`src/design/lfc_pkg.sv`:
```
/*
  lfc_pkg: shared constants and types for the slow clock controller.
  Assumes a 50 MHz system clock and an APB register bus with byte addressing.
*/
package lfc_pkg;

  localparam int CLK_MHZ = 50;

  // register byte offsets
  localparam logic [11:0] OFF_SLOW_START_TASK     = 12'h008;
  localparam logic [11:0] OFF_SLOW_STOP_TASK      = 12'h00C;
  localparam logic [11:0] OFF_CAL_TASK            = 12'h010;
  localparam logic [11:0] OFF_CT_GO_TASK          = 12'h014;
  localparam logic [11:0] OFF_CT_HALT_TASK        = 12'h018;
  localparam logic [11:0] OFF_SLOW_STARTED_EVENT  = 12'h104;
  localparam logic [11:0] OFF_CAL_DONE_EVENT      = 12'h10C;
  localparam logic [11:0] OFF_CT_EXPIRED_EVENT    = 12'h110;
  localparam logic [11:0] OFF_CT_GO_ACK           = 12'h128;
  localparam logic [11:0] OFF_CT_HALT_ACK         = 12'h12C;
  localparam logic [11:0] OFF_SLOW_RUN_STATUS     = 12'h414;
  localparam logic [11:0] OFF_SLOW_CLOCK_STATUS   = 12'h418;
  localparam logic [11:0] OFF_SLOW_SOURCE_COPY    = 12'h41C;
  localparam logic [11:0] OFF_SLOW_SOURCE_SELECT  = 12'h518;
  localparam logic [11:0] OFF_SLOW_SETTLE_TIME    = 12'h52C;
  localparam logic [11:0] OFF_CT_INTERVAL         = 12'h538;

  // field positions
  localparam int POS_SOURCE_CODE = 0;
  localparam int POS_FULL_SWING  = 16;
  localparam int POS_EXTERNAL    = 17;
  localparam int POS_RUNNING     = 16;

  // source codes
  localparam logic [1:0] SRC_RC    = 2'h0;
  localparam logic [1:0] SRC_XTAL  = 2'h1;
  localparam logic [1:0] SRC_SYNTH = 2'h2;

  // reset values
  localparam logic [3:0] RST_SETTLE_TIME = 4'h4;
  localparam logic [6:0] RST_CT_INTERVAL = 7'h00;

  // one settle unit is one slow clock period, least time rounds up
  localparam int SETTLE_UNIT_NS     = 30518;
  localparam int SETTLE_UNIT_CYCLES = (SETTLE_UNIT_NS * CLK_MHZ + 999) / 1000;
  // calibration timer tick
  localparam int CT_TICK_US     = 250000;
  localparam int CT_TICK_CYCLES = CT_TICK_US * CLK_MHZ;

  typedef struct packed {
    logic       external;
    logic       full_swing;
    logic [1:0] code;
  } lfc_src_t;

  typedef enum logic [1:0] {
    ST_OFF     = 2'b00,
    ST_WAIT    = 2'b01,
    ST_XSETTLE = 2'b10,
    ST_RUN     = 2'b11
  } lfc_state_t;

endpackage : lfc_pkg

```
`src/design/lfc_cal_timer.sv`:
```
/*
  lfc_cal_timer: countdown calibration timer with go/halt handshakes.
  Assumes go and halt are single-cycle pulses.
*/
`timescale 1ns/1ps
module lfc_cal_timer #(
  parameter int TICK_CYCLES = lfc_pkg::CT_TICK_CYCLES,
  parameter int IV_W        = 7
) (
  input  wire logic            clk,
  input  wire logic            rst_n,
  input  wire logic            go,
  input  wire logic            halt,
  input  wire logic [IV_W-1:0] interval,
  output logic                 go_ack,
  output logic                 halt_ack,
  output logic                 expired,
  output logic                 running
);
  localparam int PW = $clog2(TICK_CYCLES + 1);
  logic [PW-1:0]   pre_r;
  logic [IV_W-1:0] cnt_r;
  logic            pend_go_r;
  logic            pend_halt_r;
  logic            tick;
  logic            busy;

  assign tick = running && (pre_r == TICK_CYCLES[PW-1:0] - 1'b1);
  assign busy = pend_go_r || pend_halt_r;

  // pending flags mark tasks that still await their ack
  always_ff @(posedge clk or negedge rst_n) begin
    if (!rst_n) begin
      pend_go_r   <= 1'b0;
      pend_halt_r <= 1'b0;
    end else if (busy) begin
      pend_go_r   <= 1'b0;
      pend_halt_r <= 1'b0;
    end else begin
      pend_go_r   <= go;
      pend_halt_r <= halt && !go;
    end
  end

  assign go_ack   = pend_go_r;
  assign halt_ack = pend_halt_r;

  always_ff @(posedge clk or negedge rst_n) begin
    if (!rst_n) begin
      running <= 1'b0;
      cnt_r   <= '0;
      pre_r   <= '0;
      expired <= 1'b0;
    end else begin
      expired <= 1'b0;
      if (!busy && go && !running) begin
        running <= 1'b1;
        cnt_r   <= interval;
        pre_r   <= '0;
      end else if (!busy && halt && !go) begin
        running <= 1'b0;
      end else if (tick) begin
        pre_r <= '0;
        if (cnt_r == '0) begin
          running <= 1'b0;
          expired <= 1'b1;
        end else begin
          cnt_r <= cnt_r - 1'b1;
        end
      end else if (running) begin
        pre_r <= pre_r + 1'b1;
      end
    end
  end

endmodule : lfc_cal_timer

```
`src/design/lfc_ctrl.sv`:
```
/*
  lfc_ctrl: slow clock controller with APB register file, source sequencing,
  RC calibration request and calibration timer.
  Assumes all inputs synchronous to CLOCK; oscillators report ready levels.
*/
`timescale 1ns/1ps
// Functional notes
// - system-off forces controller and every oscillator source off.
// - crystal choice runs from RC until crystal is running, then switches.
// - with crystal, started event waits for crystal start-up completion.
// - configurable crystal settle time; software enlarges it for hot range.
// - stop task stops the slow clock and its active oscillator.
// - code 0 RC, 1 crystal, 2 synthesized; external/full-swing cleared.
// - crystal plus external accepts low swing; plus full-swing, rail-to-rail.
// - synthesized clock requests fast clock while in use.
// - RC oscillator is the default source.
// - calibrate task starts RC calibration; only with RC running.
// - calibration requests fast clock and raises done event when finished.
// - calibration timer starts on go task, stops on halt task.
// - timer loads interval, counts down, at zero expires and stops.
// - timer ignores tasks while the pending ack is raised.
// - go while running or halt while stopped acks immediately.
module lfc_ctrl #(
  parameter int CT_TICK_CYCLES = lfc_pkg::CT_TICK_CYCLES,
  parameter int SETTLE_CYCLES  = lfc_pkg::SETTLE_UNIT_CYCLES
) (
  input  wire logic        CLOCK,
  input  wire logic        RESET_N,
  input  wire logic        PSEL,
  input  wire logic        PENABLE,
  input  wire logic        PWRITE,
  input  wire logic [11:0] PADDR,
  input  wire logic [31:0] PWDATA,
  output logic      [31:0] PRDATA,
  output logic             PREADY,
  output logic             PSLVERR,
  input  wire logic        SYSTEM_OFF,
  input  wire logic        RC_READY,
  input  wire logic        XTAL_READY,
  input  wire logic        FAST_CLOCK_READY,
  input  wire logic        CAL_DONE,
  output logic             RC_OSC_EN,
  output logic             XTAL_OSC_EN,
  output logic             XTAL_EXTERNAL,
  output logic             XTAL_FULL_SWING,
  output logic             SYNTH_EN,
  output logic             FAST_CLOCK_REQ,
  output logic             CAL_START,
  output logic             SLOW_RUNNING,
  output logic      [1:0]  SLOW_CLOCK_SEL
);
  lfc_pkg::lfc_state_t state_r;
  lfc_pkg::lfc_src_t   src_sel_r;
  lfc_pkg::lfc_src_t   src_copy_r;
  logic [3:0]  settle_r;
  logic [6:0]  ct_iv_r;
  logic        run_r;
  logic        cal_busy_r;
  logic        ev_started_r;
  logic        ev_done_r;
  logic        ev_expired_r;
  logic        ev_go_ack_r;
  logic        ev_halt_ack_r;
  logic        acc;
  logic        wr;
  logic        mapped;
  logic [31:0] rdata;
  logic        t_start;
  logic        t_stop;
  logic        t_cal;
  logic        t_go;
  logic        t_halt;
  logic        settled;
  logic        started_set;
  logic        done_set;
  logic        cal_accept;
  logic        ct_go_ack;
  logic        ct_halt_ack;
  logic        ct_expired;
  logic        ct_running;
  logic [1:0]  start_code;

  function automatic logic task_hit(input logic [11:0] off);
    task_hit = wr && (PADDR == off) && PWDATA[0];
  endfunction : task_hit

  // one wait state: PREADY rises the cycle after the access phase begins
  assign acc = PSEL && PENABLE && PREADY;
  assign wr  = acc && PWRITE;

  assign t_start = task_hit(lfc_pkg::OFF_SLOW_START_TASK);
  assign t_stop  = task_hit(lfc_pkg::OFF_SLOW_STOP_TASK);
  assign t_cal   = task_hit(lfc_pkg::OFF_CAL_TASK);
  assign t_go    = task_hit(lfc_pkg::OFF_CT_GO_TASK);
  assign t_halt  = task_hit(lfc_pkg::OFF_CT_HALT_TASK);

  always_comb begin
    rdata  = 32'h0000_0000;
    mapped = 1'b1;
    if (PADDR == lfc_pkg::OFF_SLOW_START_TASK || PADDR == lfc_pkg::OFF_SLOW_STOP_TASK ||
        PADDR == lfc_pkg::OFF_CAL_TASK || PADDR == lfc_pkg::OFF_CT_GO_TASK ||
        PADDR == lfc_pkg::OFF_CT_HALT_TASK) begin
      rdata = 32'h0000_0000;
    end else if (PADDR == lfc_pkg::OFF_SLOW_STARTED_EVENT) begin
      rdata[0] = ev_started_r;
    end else if (PADDR == lfc_pkg::OFF_CAL_DONE_EVENT) begin
      rdata[0] = ev_done_r;
    end else if (PADDR == lfc_pkg::OFF_CT_EXPIRED_EVENT) begin
      rdata[0] = ev_expired_r;
    end else if (PADDR == lfc_pkg::OFF_CT_GO_ACK) begin
      rdata[0] = ev_go_ack_r;
    end else if (PADDR == lfc_pkg::OFF_CT_HALT_ACK) begin
      rdata[0] = ev_halt_ack_r;
    end else if (PADDR == lfc_pkg::OFF_SLOW_RUN_STATUS) begin
      rdata[0] = run_r;
    end else if (PADDR == lfc_pkg::OFF_SLOW_CLOCK_STATUS) begin
      rdata[lfc_pkg::POS_SOURCE_CODE +: 2] = SLOW_CLOCK_SEL;
      rdata[lfc_pkg::POS_RUNNING]          = SLOW_RUNNING;
    end else if (PADDR == lfc_pkg::OFF_SLOW_SOURCE_COPY) begin
      rdata[lfc_pkg::POS_SOURCE_CODE +: 2] = src_copy_r.code;
      rdata[lfc_pkg::POS_FULL_SWING]       = src_copy_r.full_swing;
      rdata[lfc_pkg::POS_EXTERNAL]         = src_copy_r.external;
    end else if (PADDR == lfc_pkg::OFF_SLOW_SOURCE_SELECT) begin
      rdata[lfc_pkg::POS_SOURCE_CODE +: 2] = src_sel_r.code;
      rdata[lfc_pkg::POS_FULL_SWING]       = src_sel_r.full_swing;
      rdata[lfc_pkg::POS_EXTERNAL]         = src_sel_r.external;
    end else if (PADDR == lfc_pkg::OFF_SLOW_SETTLE_TIME) begin
      rdata[3:0] = settle_r;
    end else if (PADDR == lfc_pkg::OFF_CT_INTERVAL) begin
      rdata[6:0] = ct_iv_r;
    end else begin
      mapped = 1'b0;
    end
  end

  always_ff @(posedge CLOCK or negedge RESET_N) begin
    if (!RESET_N) begin
      PREADY  <= 1'b0;
      PSLVERR <= 1'b0;
      PRDATA  <= 32'h0000_0000;
    end else begin
      PREADY  <= PSEL && PENABLE && !PREADY;
      PSLVERR <= PSEL && PENABLE && !PREADY && !mapped;
      if (PSEL && PENABLE && !PREADY && !PWRITE) begin
        PRDATA <= rdata;
      end
    end
  end

  // configuration registers; source select is frozen while the clock runs
  always_ff @(posedge CLOCK or negedge RESET_N) begin
    if (!RESET_N) begin
      src_sel_r <= '{external: 1'b0, full_swing: 1'b0, code: lfc_pkg::SRC_RC};
      settle_r  <= lfc_pkg::RST_SETTLE_TIME;
      ct_iv_r   <= lfc_pkg::RST_CT_INTERVAL;
    end else if (wr && !PSLVERR) begin
      if (PADDR == lfc_pkg::OFF_SLOW_SOURCE_SELECT && !run_r) begin
        src_sel_r.code       <= PWDATA[lfc_pkg::POS_SOURCE_CODE +: 2];
        src_sel_r.full_swing <= PWDATA[lfc_pkg::POS_FULL_SWING];
        src_sel_r.external   <= PWDATA[lfc_pkg::POS_EXTERNAL];
      end else if (PADDR == lfc_pkg::OFF_SLOW_SETTLE_TIME) begin
        settle_r <= PWDATA[3:0];
      end else if (PADDR == lfc_pkg::OFF_CT_INTERVAL) begin
        ct_iv_r <= PWDATA[6:0];
      end
    end
  end

  // reserved code 3 falls back to RC, the safe default
  assign start_code = (src_sel_r.code == 2'h3) ? lfc_pkg::SRC_RC : src_sel_r.code;

  assign started_set = !SYSTEM_OFF && !t_stop && (
      (state_r == lfc_pkg::ST_WAIT && src_copy_r.code == lfc_pkg::SRC_RC && RC_READY) ||
      (state_r == lfc_pkg::ST_WAIT && src_copy_r.code == lfc_pkg::SRC_SYNTH &&
       FAST_CLOCK_READY) ||
      (state_r == lfc_pkg::ST_XSETTLE && settled));

  always_ff @(posedge CLOCK or negedge RESET_N) begin
    if (!RESET_N) begin
      state_r         <= lfc_pkg::ST_OFF;
      src_copy_r      <= '{external: 1'b0, full_swing: 1'b0, code: lfc_pkg::SRC_RC};
      run_r           <= 1'b0;
      RC_OSC_EN       <= 1'b0;
      XTAL_OSC_EN     <= 1'b0;
      XTAL_EXTERNAL   <= 1'b0;
      XTAL_FULL_SWING <= 1'b0;
      SYNTH_EN        <= 1'b0;
      SLOW_RUNNING    <= 1'b0;
      SLOW_CLOCK_SEL  <= lfc_pkg::SRC_RC;
    end else if (SYSTEM_OFF || (t_stop && state_r != lfc_pkg::ST_OFF)) begin
      state_r      <= lfc_pkg::ST_OFF;
      run_r        <= 1'b0;
      RC_OSC_EN    <= 1'b0;
      XTAL_OSC_EN  <= 1'b0;
      SYNTH_EN     <= 1'b0;
      SLOW_RUNNING <= 1'b0;
    end else begin
      case (state_r)
        lfc_pkg::ST_OFF: begin
          if (t_start) begin
            state_r         <= lfc_pkg::ST_WAIT;
            run_r           <= 1'b1;
            src_copy_r      <= '{external: src_sel_r.external,
                                 full_swing: src_sel_r.full_swing, code: start_code};
            RC_OSC_EN       <= (start_code != lfc_pkg::SRC_SYNTH);
            XTAL_OSC_EN     <= (start_code == lfc_pkg::SRC_XTAL);
            XTAL_EXTERNAL   <= (start_code == lfc_pkg::SRC_XTAL) && src_sel_r.external;
            XTAL_FULL_SWING <= (start_code == lfc_pkg::SRC_XTAL) && src_sel_r.external &&
                               src_sel_r.full_swing;
            SYNTH_EN        <= (start_code == lfc_pkg::SRC_SYNTH);
          end
        end
        lfc_pkg::ST_WAIT: begin
          if (started_set) begin
            state_r        <= lfc_pkg::ST_RUN;
            SLOW_RUNNING   <= 1'b1;
            SLOW_CLOCK_SEL <= src_copy_r.code;
          end else if (src_copy_r.code == lfc_pkg::SRC_XTAL && RC_READY) begin
            state_r        <= lfc_pkg::ST_XSETTLE;
            SLOW_RUNNING   <= 1'b1;
            SLOW_CLOCK_SEL <= lfc_pkg::SRC_RC;
          end
        end
        lfc_pkg::ST_XSETTLE: begin
          if (settled) begin
            state_r        <= lfc_pkg::ST_RUN;
            SLOW_CLOCK_SEL <= lfc_pkg::SRC_XTAL;
            RC_OSC_EN      <= cal_busy_r || cal_accept; // rc kept alive until calibration ends
          end
        end
        default: begin
          if (!cal_busy_r && SLOW_CLOCK_SEL != lfc_pkg::SRC_RC) begin
            RC_OSC_EN <= 1'b0;
          end
        end
      endcase
    end
  end

  lfc_settle #(
    .UNIT_CYCLES (SETTLE_CYCLES),
    .CODE_W      (4)
  ) u_settle (
    .clk         (CLOCK),
    .rst_n       (RESET_N),
    .enable      (XTAL_OSC_EN),
    .ready       (XTAL_READY),
    .settle_code (settle_r),
    .settled     (settled)
  );

  // calibration only accepted with the rc oscillator up
  assign cal_accept = t_cal && !cal_busy_r && RC_OSC_EN && RC_READY && !SYSTEM_OFF;
  assign done_set   = cal_busy_r && CAL_DONE;

  always_ff @(posedge CLOCK or negedge RESET_N) begin
    if (!RESET_N) begin
      cal_busy_r     <= 1'b0;
      CAL_START      <= 1'b0;
      FAST_CLOCK_REQ <= 1'b0;
    end else begin
      CAL_START <= cal_accept;
      if (SYSTEM_OFF || done_set) begin
        cal_busy_r <= 1'b0;
      end else if (cal_accept) begin
        cal_busy_r <= 1'b1;
      end
      FAST_CLOCK_REQ <= !SYSTEM_OFF && (SYNTH_EN || cal_busy_r);
    end
  end

  lfc_cal_timer #(
    .TICK_CYCLES (CT_TICK_CYCLES),
    .IV_W        (7)
  ) u_ct (
    .clk      (CLOCK),
    .rst_n    (RESET_N),
    .go       (t_go),
    .halt     (t_halt),
    .interval (ct_iv_r),
    .go_ack   (ct_go_ack),
    .halt_ack (ct_halt_ack),
    .expired  (ct_expired),
    .running  (ct_running)
  );

  // sticky events: a set in the clearing cycle wins
  function automatic logic ev_next(input logic cur, input logic set, input logic [11:0] off);
    ev_next = set || (cur && !(wr && PADDR == off && !PWDATA[0]));
  endfunction : ev_next

  always_ff @(posedge CLOCK or negedge RESET_N) begin
    if (!RESET_N) begin
      ev_started_r  <= 1'b0;
      ev_done_r     <= 1'b0;
      ev_expired_r  <= 1'b0;
      ev_go_ack_r   <= 1'b0;
      ev_halt_ack_r <= 1'b0;
    end else begin
      ev_started_r  <= ev_next(ev_started_r, started_set, lfc_pkg::OFF_SLOW_STARTED_EVENT);
      ev_done_r     <= ev_next(ev_done_r, done_set, lfc_pkg::OFF_CAL_DONE_EVENT);
      ev_expired_r  <= ev_next(ev_expired_r, ct_expired, lfc_pkg::OFF_CT_EXPIRED_EVENT);
      ev_go_ack_r   <= ev_next(ev_go_ack_r, ct_go_ack, lfc_pkg::OFF_CT_GO_ACK);
      ev_halt_ack_r <= ev_next(ev_halt_ack_r, ct_halt_ack, lfc_pkg::OFF_CT_HALT_ACK);
    end
  end

endmodule : lfc_ctrl

```
`src/design/lfc_settle.sv`:
```
/*
  lfc_settle: crystal settle counter.
  Assumes ready comes from the crystal oscillator, synchronous to clk.
*/
`timescale 1ns/1ps
module lfc_settle #(
  parameter int UNIT_CYCLES = lfc_pkg::SETTLE_UNIT_CYCLES,
  parameter int CODE_W      = 4
) (
  input  wire logic              clk,
  input  wire logic              rst_n,
  input  wire logic              enable,
  input  wire logic              ready,
  input  wire logic [CODE_W-1:0] settle_code,
  output logic                   settled
);
  logic [$clog2(UNIT_CYCLES+1)-1:0] pre_r;
  logic [CODE_W:0]                  units_r;
  logic                             unit_tick;

  assign unit_tick = (pre_r == UNIT_CYCLES[$clog2(UNIT_CYCLES+1)-1:0] - 1'b1);

  // restart whenever the crystal drops out, a glitch must not shorten settling
  always_ff @(posedge clk or negedge rst_n) begin
    if (!rst_n) begin
      pre_r   <= '0;
      units_r <= '0;
    end else if (!enable || !ready) begin
      pre_r   <= '0;
      units_r <= '0;
    end else if (!settled) begin
      pre_r <= unit_tick ? '0 : pre_r + 1'b1;
      if (unit_tick) begin
        units_r <= units_r + 1'b1;
      end
    end
  end

  assign settled = enable && ready && (units_r > {1'b0, settle_code});

endmodule : lfc_settle
```
`config.mk`:
```
export PLATFORM = sky130hd
export DESIGN_NAME = lfc_ctrl
export DESIGN_NICKNAME = d
export VERILOG_FILES = /design/src/design/lfc_pkg.sv /design/src/design/lfc_cal_timer.sv /design/src/design/lfc_ctrl.sv /design/src/design/lfc_settle.sv
export SDC_FILE = /design/constraint.sdc
export NUM_CORES = 1
export LEC_CHECK = 0
export BUFFER_PORTS_ARGS = -buffer_cell sky130_fd_sc_hd__buf_2
export CORE_ASPECT_RATIO = 1.5
export CORE_MARGIN = 2
export CORE_UTILIZATION = 45
export CTS_CLUSTER_DIAMETER = 30
export DETAILED_ROUTE_END_ITERATION = 7
export PLACE_DENSITY = 0.69
export SYNTH_ARGS = -nofsm -noshare
export SYNTH_HDL_FRONTEND = slang
export SYNTH_SLANG_ARGS = --single-unit
```
`constraint.sdc`:
```
create_clock -name CLOCK -period 2.3 [get_ports CLOCK]
set_clock_uncertainty 0.05 [all_clocks]
set_input_delay 0.345 -clock CLOCK [delete_from_list [all_inputs] [get_ports CLOCK]]
set_output_delay 0.345 -clock CLOCK [all_outputs]
set_load 0.01 [all_outputs]
```
==> flow_summary_export.csv <==
group,metric,value,unit
floorplanning,rows,50,
worst_setup_path,worstSetupEndpointType,"flop",
clock_network,clk_latency,0.35,ns
placed_design,dpl.cell_count,887,
routing,drt_iter0_drc,210,
synthesis,syn_area,0.00581,mm^2
routing,drc,0,
placed_design,routabilityCongestion,0.915,
pwr,p_clk_share,41.4,%
global_route,grt_pass1_wl,24.8,mm
worst_setup_path,critical_path_arrival,2.44,ns
floorplanning,io_pins,98,
synthesis,synth_common_cells,"dfrtp_1 (99), nand2_1 (65), nor2_1 (63)",
floorplanning,die_height,143,um
clock_network,cts_root_buf,"clkbuf_16",
synthesis,synth_area_leaders,"dfrtp_1 (43%), nand2_1 (4.2%), nor2_1 (4.1%)",
floorplanning,core,0.0126,mm^2
finish,syn2layout_area_growth,22.7,%
timing,min_period_over_period,97.9,%
pwr,netSwitchingFraction,24.8,%
timing,slew_headroom,58.5,%
floorplanning,initial_core_util,46.2,%
placed_design,hpwlAfterDp,11.8,mm
routing,wl_met1,5.81,mm
clock_network,path_clk_slew,0.07,ns
synthesis,yosys.area.top_type,"dfrtp_1",
pwr,vdd_drop_max,0.387,mV
finish,postLayoutCoreUtil,56.7,%
global_route,grt_util_all_layers,22.3,%
routing,route.met3.wl,573,um
global_route,grt_pass1_vias,5185,
worst_setup_path,start_kind,"flop",
routing,wire_per_inst,17.1,um
clock_network,tritoncts,"yes",
placed_design,numPortBuffers,51,
clock_network,cts.htree.levels,3,
timing,worst_pin_slew,0.622,ns
routing,vias_per_cell,5.71,
global_route,grt_antenna_before_repair,0,
synthesis,synth_warnings,0,
synthesis,postSynthCellCount,631,
finish,nNetsFinal,810,
routing,highest_layer,"met4",
routing,via_count,5161,
synthesis,synth_most_common_cell,"dfrtp_1",
placed_design,placedInstanceArea,0.00669,mm^2
timing,fin_crit,2.25,ns
pwr,power.switching,939,uW
worst_setup_path,crit_path_max_fanout,3,
finish,stdcell_area,0.00713,mm^2
clock_network,cts_sinks,100,
timing,rsz0062_at_grt,"yes",
clock_network,cts_buffers,9,
synthesis,yosysSeqAreaShare,43.1,%
global_route,grt_overflow,0,
synthesis,synth.top_cell.area_share,42.6,%
global_route,grt_max_degree,46,
worst_setup_path,required,2.49,ns
pwr,power.total,3.79,mW
routing,totalWireLength,15.4,mm
worst_hold_path,worst_hold_path_type,"input pin to flop",
timing,fmax,0.444,GHz
synthesis,async_reset_ff_share,100,%
floorplanning,die_area,0.0139,mm^2
clock_network,cts.path.max_buffers,2,
floorplanning,dieWidth,96.8,um
pwr,internal-power,2.85,mW
routing,detail-route-antenna-nets,0,
finish,diodes,0,
routing,wl_met2,8.31,mm
pwr,pwr_density_cell,531,mW/mm^2
worst_setup_path,worstSetupPathType,"flop to flop",
synthesis,syn_area_per_cell,9.21,um^2
finish,drive_gt1_share,25.5,%
finish,final_cells,904,
synthesis,ys.flop_type,"dfrtp_1",
timing,finalSetupViolations,0,
pwr,combPwrFrac,8.6,%
routing,dr.pass1.iters,6,
pwr,leakage,3.22,nW
run_status,status,"finished clean",
timing,drv_slew,0,
flow_run,maxCapViolCount,0,
pwr,pwr-share-seq,50.0,%
synthesis,synth_edf_count,0,
synthesis,ys_ff_latch,100,
timing,finalHoldViolCount,0,
synthesis,ys_types,76,
-- power by group through the flow --
stage                     sequential (mW)  clock, mW  combinational [mW]
final                                1.89       1.57               0.324
after global routing                 1.90       1.68               0.357
after CTS                            1.89       1.62               0.317
after detailed placement             1.92          0               0.315
after global placement               1.92          0               0.307
after floorplan                      1.90          0               0.194
-- state kept, by name, indices dropped and copies added, names as in the netlist, 2 cells and up --
| name | count |
|---|---|
| PRDATA | 9 |
| SLOW_CLOCK_SEL | 2 |
| ct_iv_r | 7 |
| settle_r | 4 |
| src_copy_r | 4 |
| src_sel_r | 4 |
| state_r | 2 |
| u_ct.cnt_r | 7 |
| u_ct.pre_r | 24 |
| u_settle.pre_r | 11 |
| u_settle.units_r | 5 |
-- cells by family (layout without fill, tap and decap cells) --
family	Yosys count	in the layout	synth area share [%]
AO/OA/AOI/OAI	126	126	14.4
buffers and inverters	66	161	6.01
flip-flops	100	100	43.1
XOR/XNOR	27	27	4.07
other	1	23	0.0645
multiplexers	20	20	3.85
adder cells (fa/ha/maj)	12	12	2.58
AND/OR/NAND/NOR	279	279	26.0
-- worst paths after layout --
path                                    start                 to  slack, ns  cells past startpoint
worst min register to register   u_ct.expired       ev_expired_r       0.40                      1
worst max register to register  u_ct.pre_r[9]      u_ct.cnt_r[1]       0.05                      5
worst max-delay path            u_ct.pre_r[9]      u_ct.cnt_r[1]       0.05                      5
max in group asynchronous             RESET_N        settle_r[2]       1.04                      3
worst min-delay path               PWDATA[16]       src_sel_r[2]       0.18                      2
min in group asynchronous             RESET_N  u_settle.pre_r[3]       0.51                      2
-- metrics by stage --
step | setup WS (ns) | hold slack, ns | TNS [ns]
after CTS | 0.00323 | 0.171 | 0
after detailed placement | -0.105 | 0.356 | -1.50
after global routing | -0.0418 | 0.178 | -0.249
after global placement | -0.0457 | 0.349 | -0.666
after floorplan | 0.00208 | -0.000591 | 0
final | 0.0488 | 0.181 | 0
-- cell type report --
cell class / instances / area (um^2)
clock buffers: 11 / 253
fillers: 1113 / 5440
inverters: 22 / 82.6
well taps: 156 / 195
repair buffers: 124 / 883
multi-input cells: 487 / 3160
flip-flops and latches: 100 / 2500
clock inverters: 4 / 55.1
-- cells in the final DEF, fill, tap and decap left out, drive strengths merged, types with 3 or more instances in the layout --
cell type,count
inv,24
mux2i,4
a31oi,7
nand3,33
and3,8
buf,123
xor2,7
a21o,6
clkbuf,11
nand2,66
a21oi,22
o21ai,41
o21a,5
conb,23
or4,3
or2,5
nor3,17
o31ai,8
nand2b,7
nor2,65
nand4,15
nor2b,3
nor4,24
and4,3
a22oi,4
dfrtp,99
mux2,16
ha,12
nor4b,4
or3b,4
o211a,4
nand3b,6
o211ai,3
xnor2,20
or3,3
-- worst max-delay path: stages (launching register included) --
cell and delay (ns):
dfrtp_1 0.40, or4b_4 0.58, nor4_4 0.15, or3b_4 0.44, a21oi_4 0.21, mux2_4 0.32
-- timing repair --
| action | CTS | global route |
|---|---|---|
| resized for setup | 2 | 21 |
| endpoints found under the setup margin | 8 | 21 |
| hold buffers | 1 | 0 |
| endpoints found under the hold margin | 43 | 0 |
| pin swaps | 0 | 2 |
| buffers inserted | 0 | 1 |
-- routing by layer --
metal | up-vias | global-route usage, %
met3 | 46 | 3.62
met5 | - | 0
li1 | 2464 | -
met1 | 2499 | 23.9
met2 | 152 | 40.9
met4 | 0 | 13.3
No activity file was read; power rests on OpenSTA's default activity.
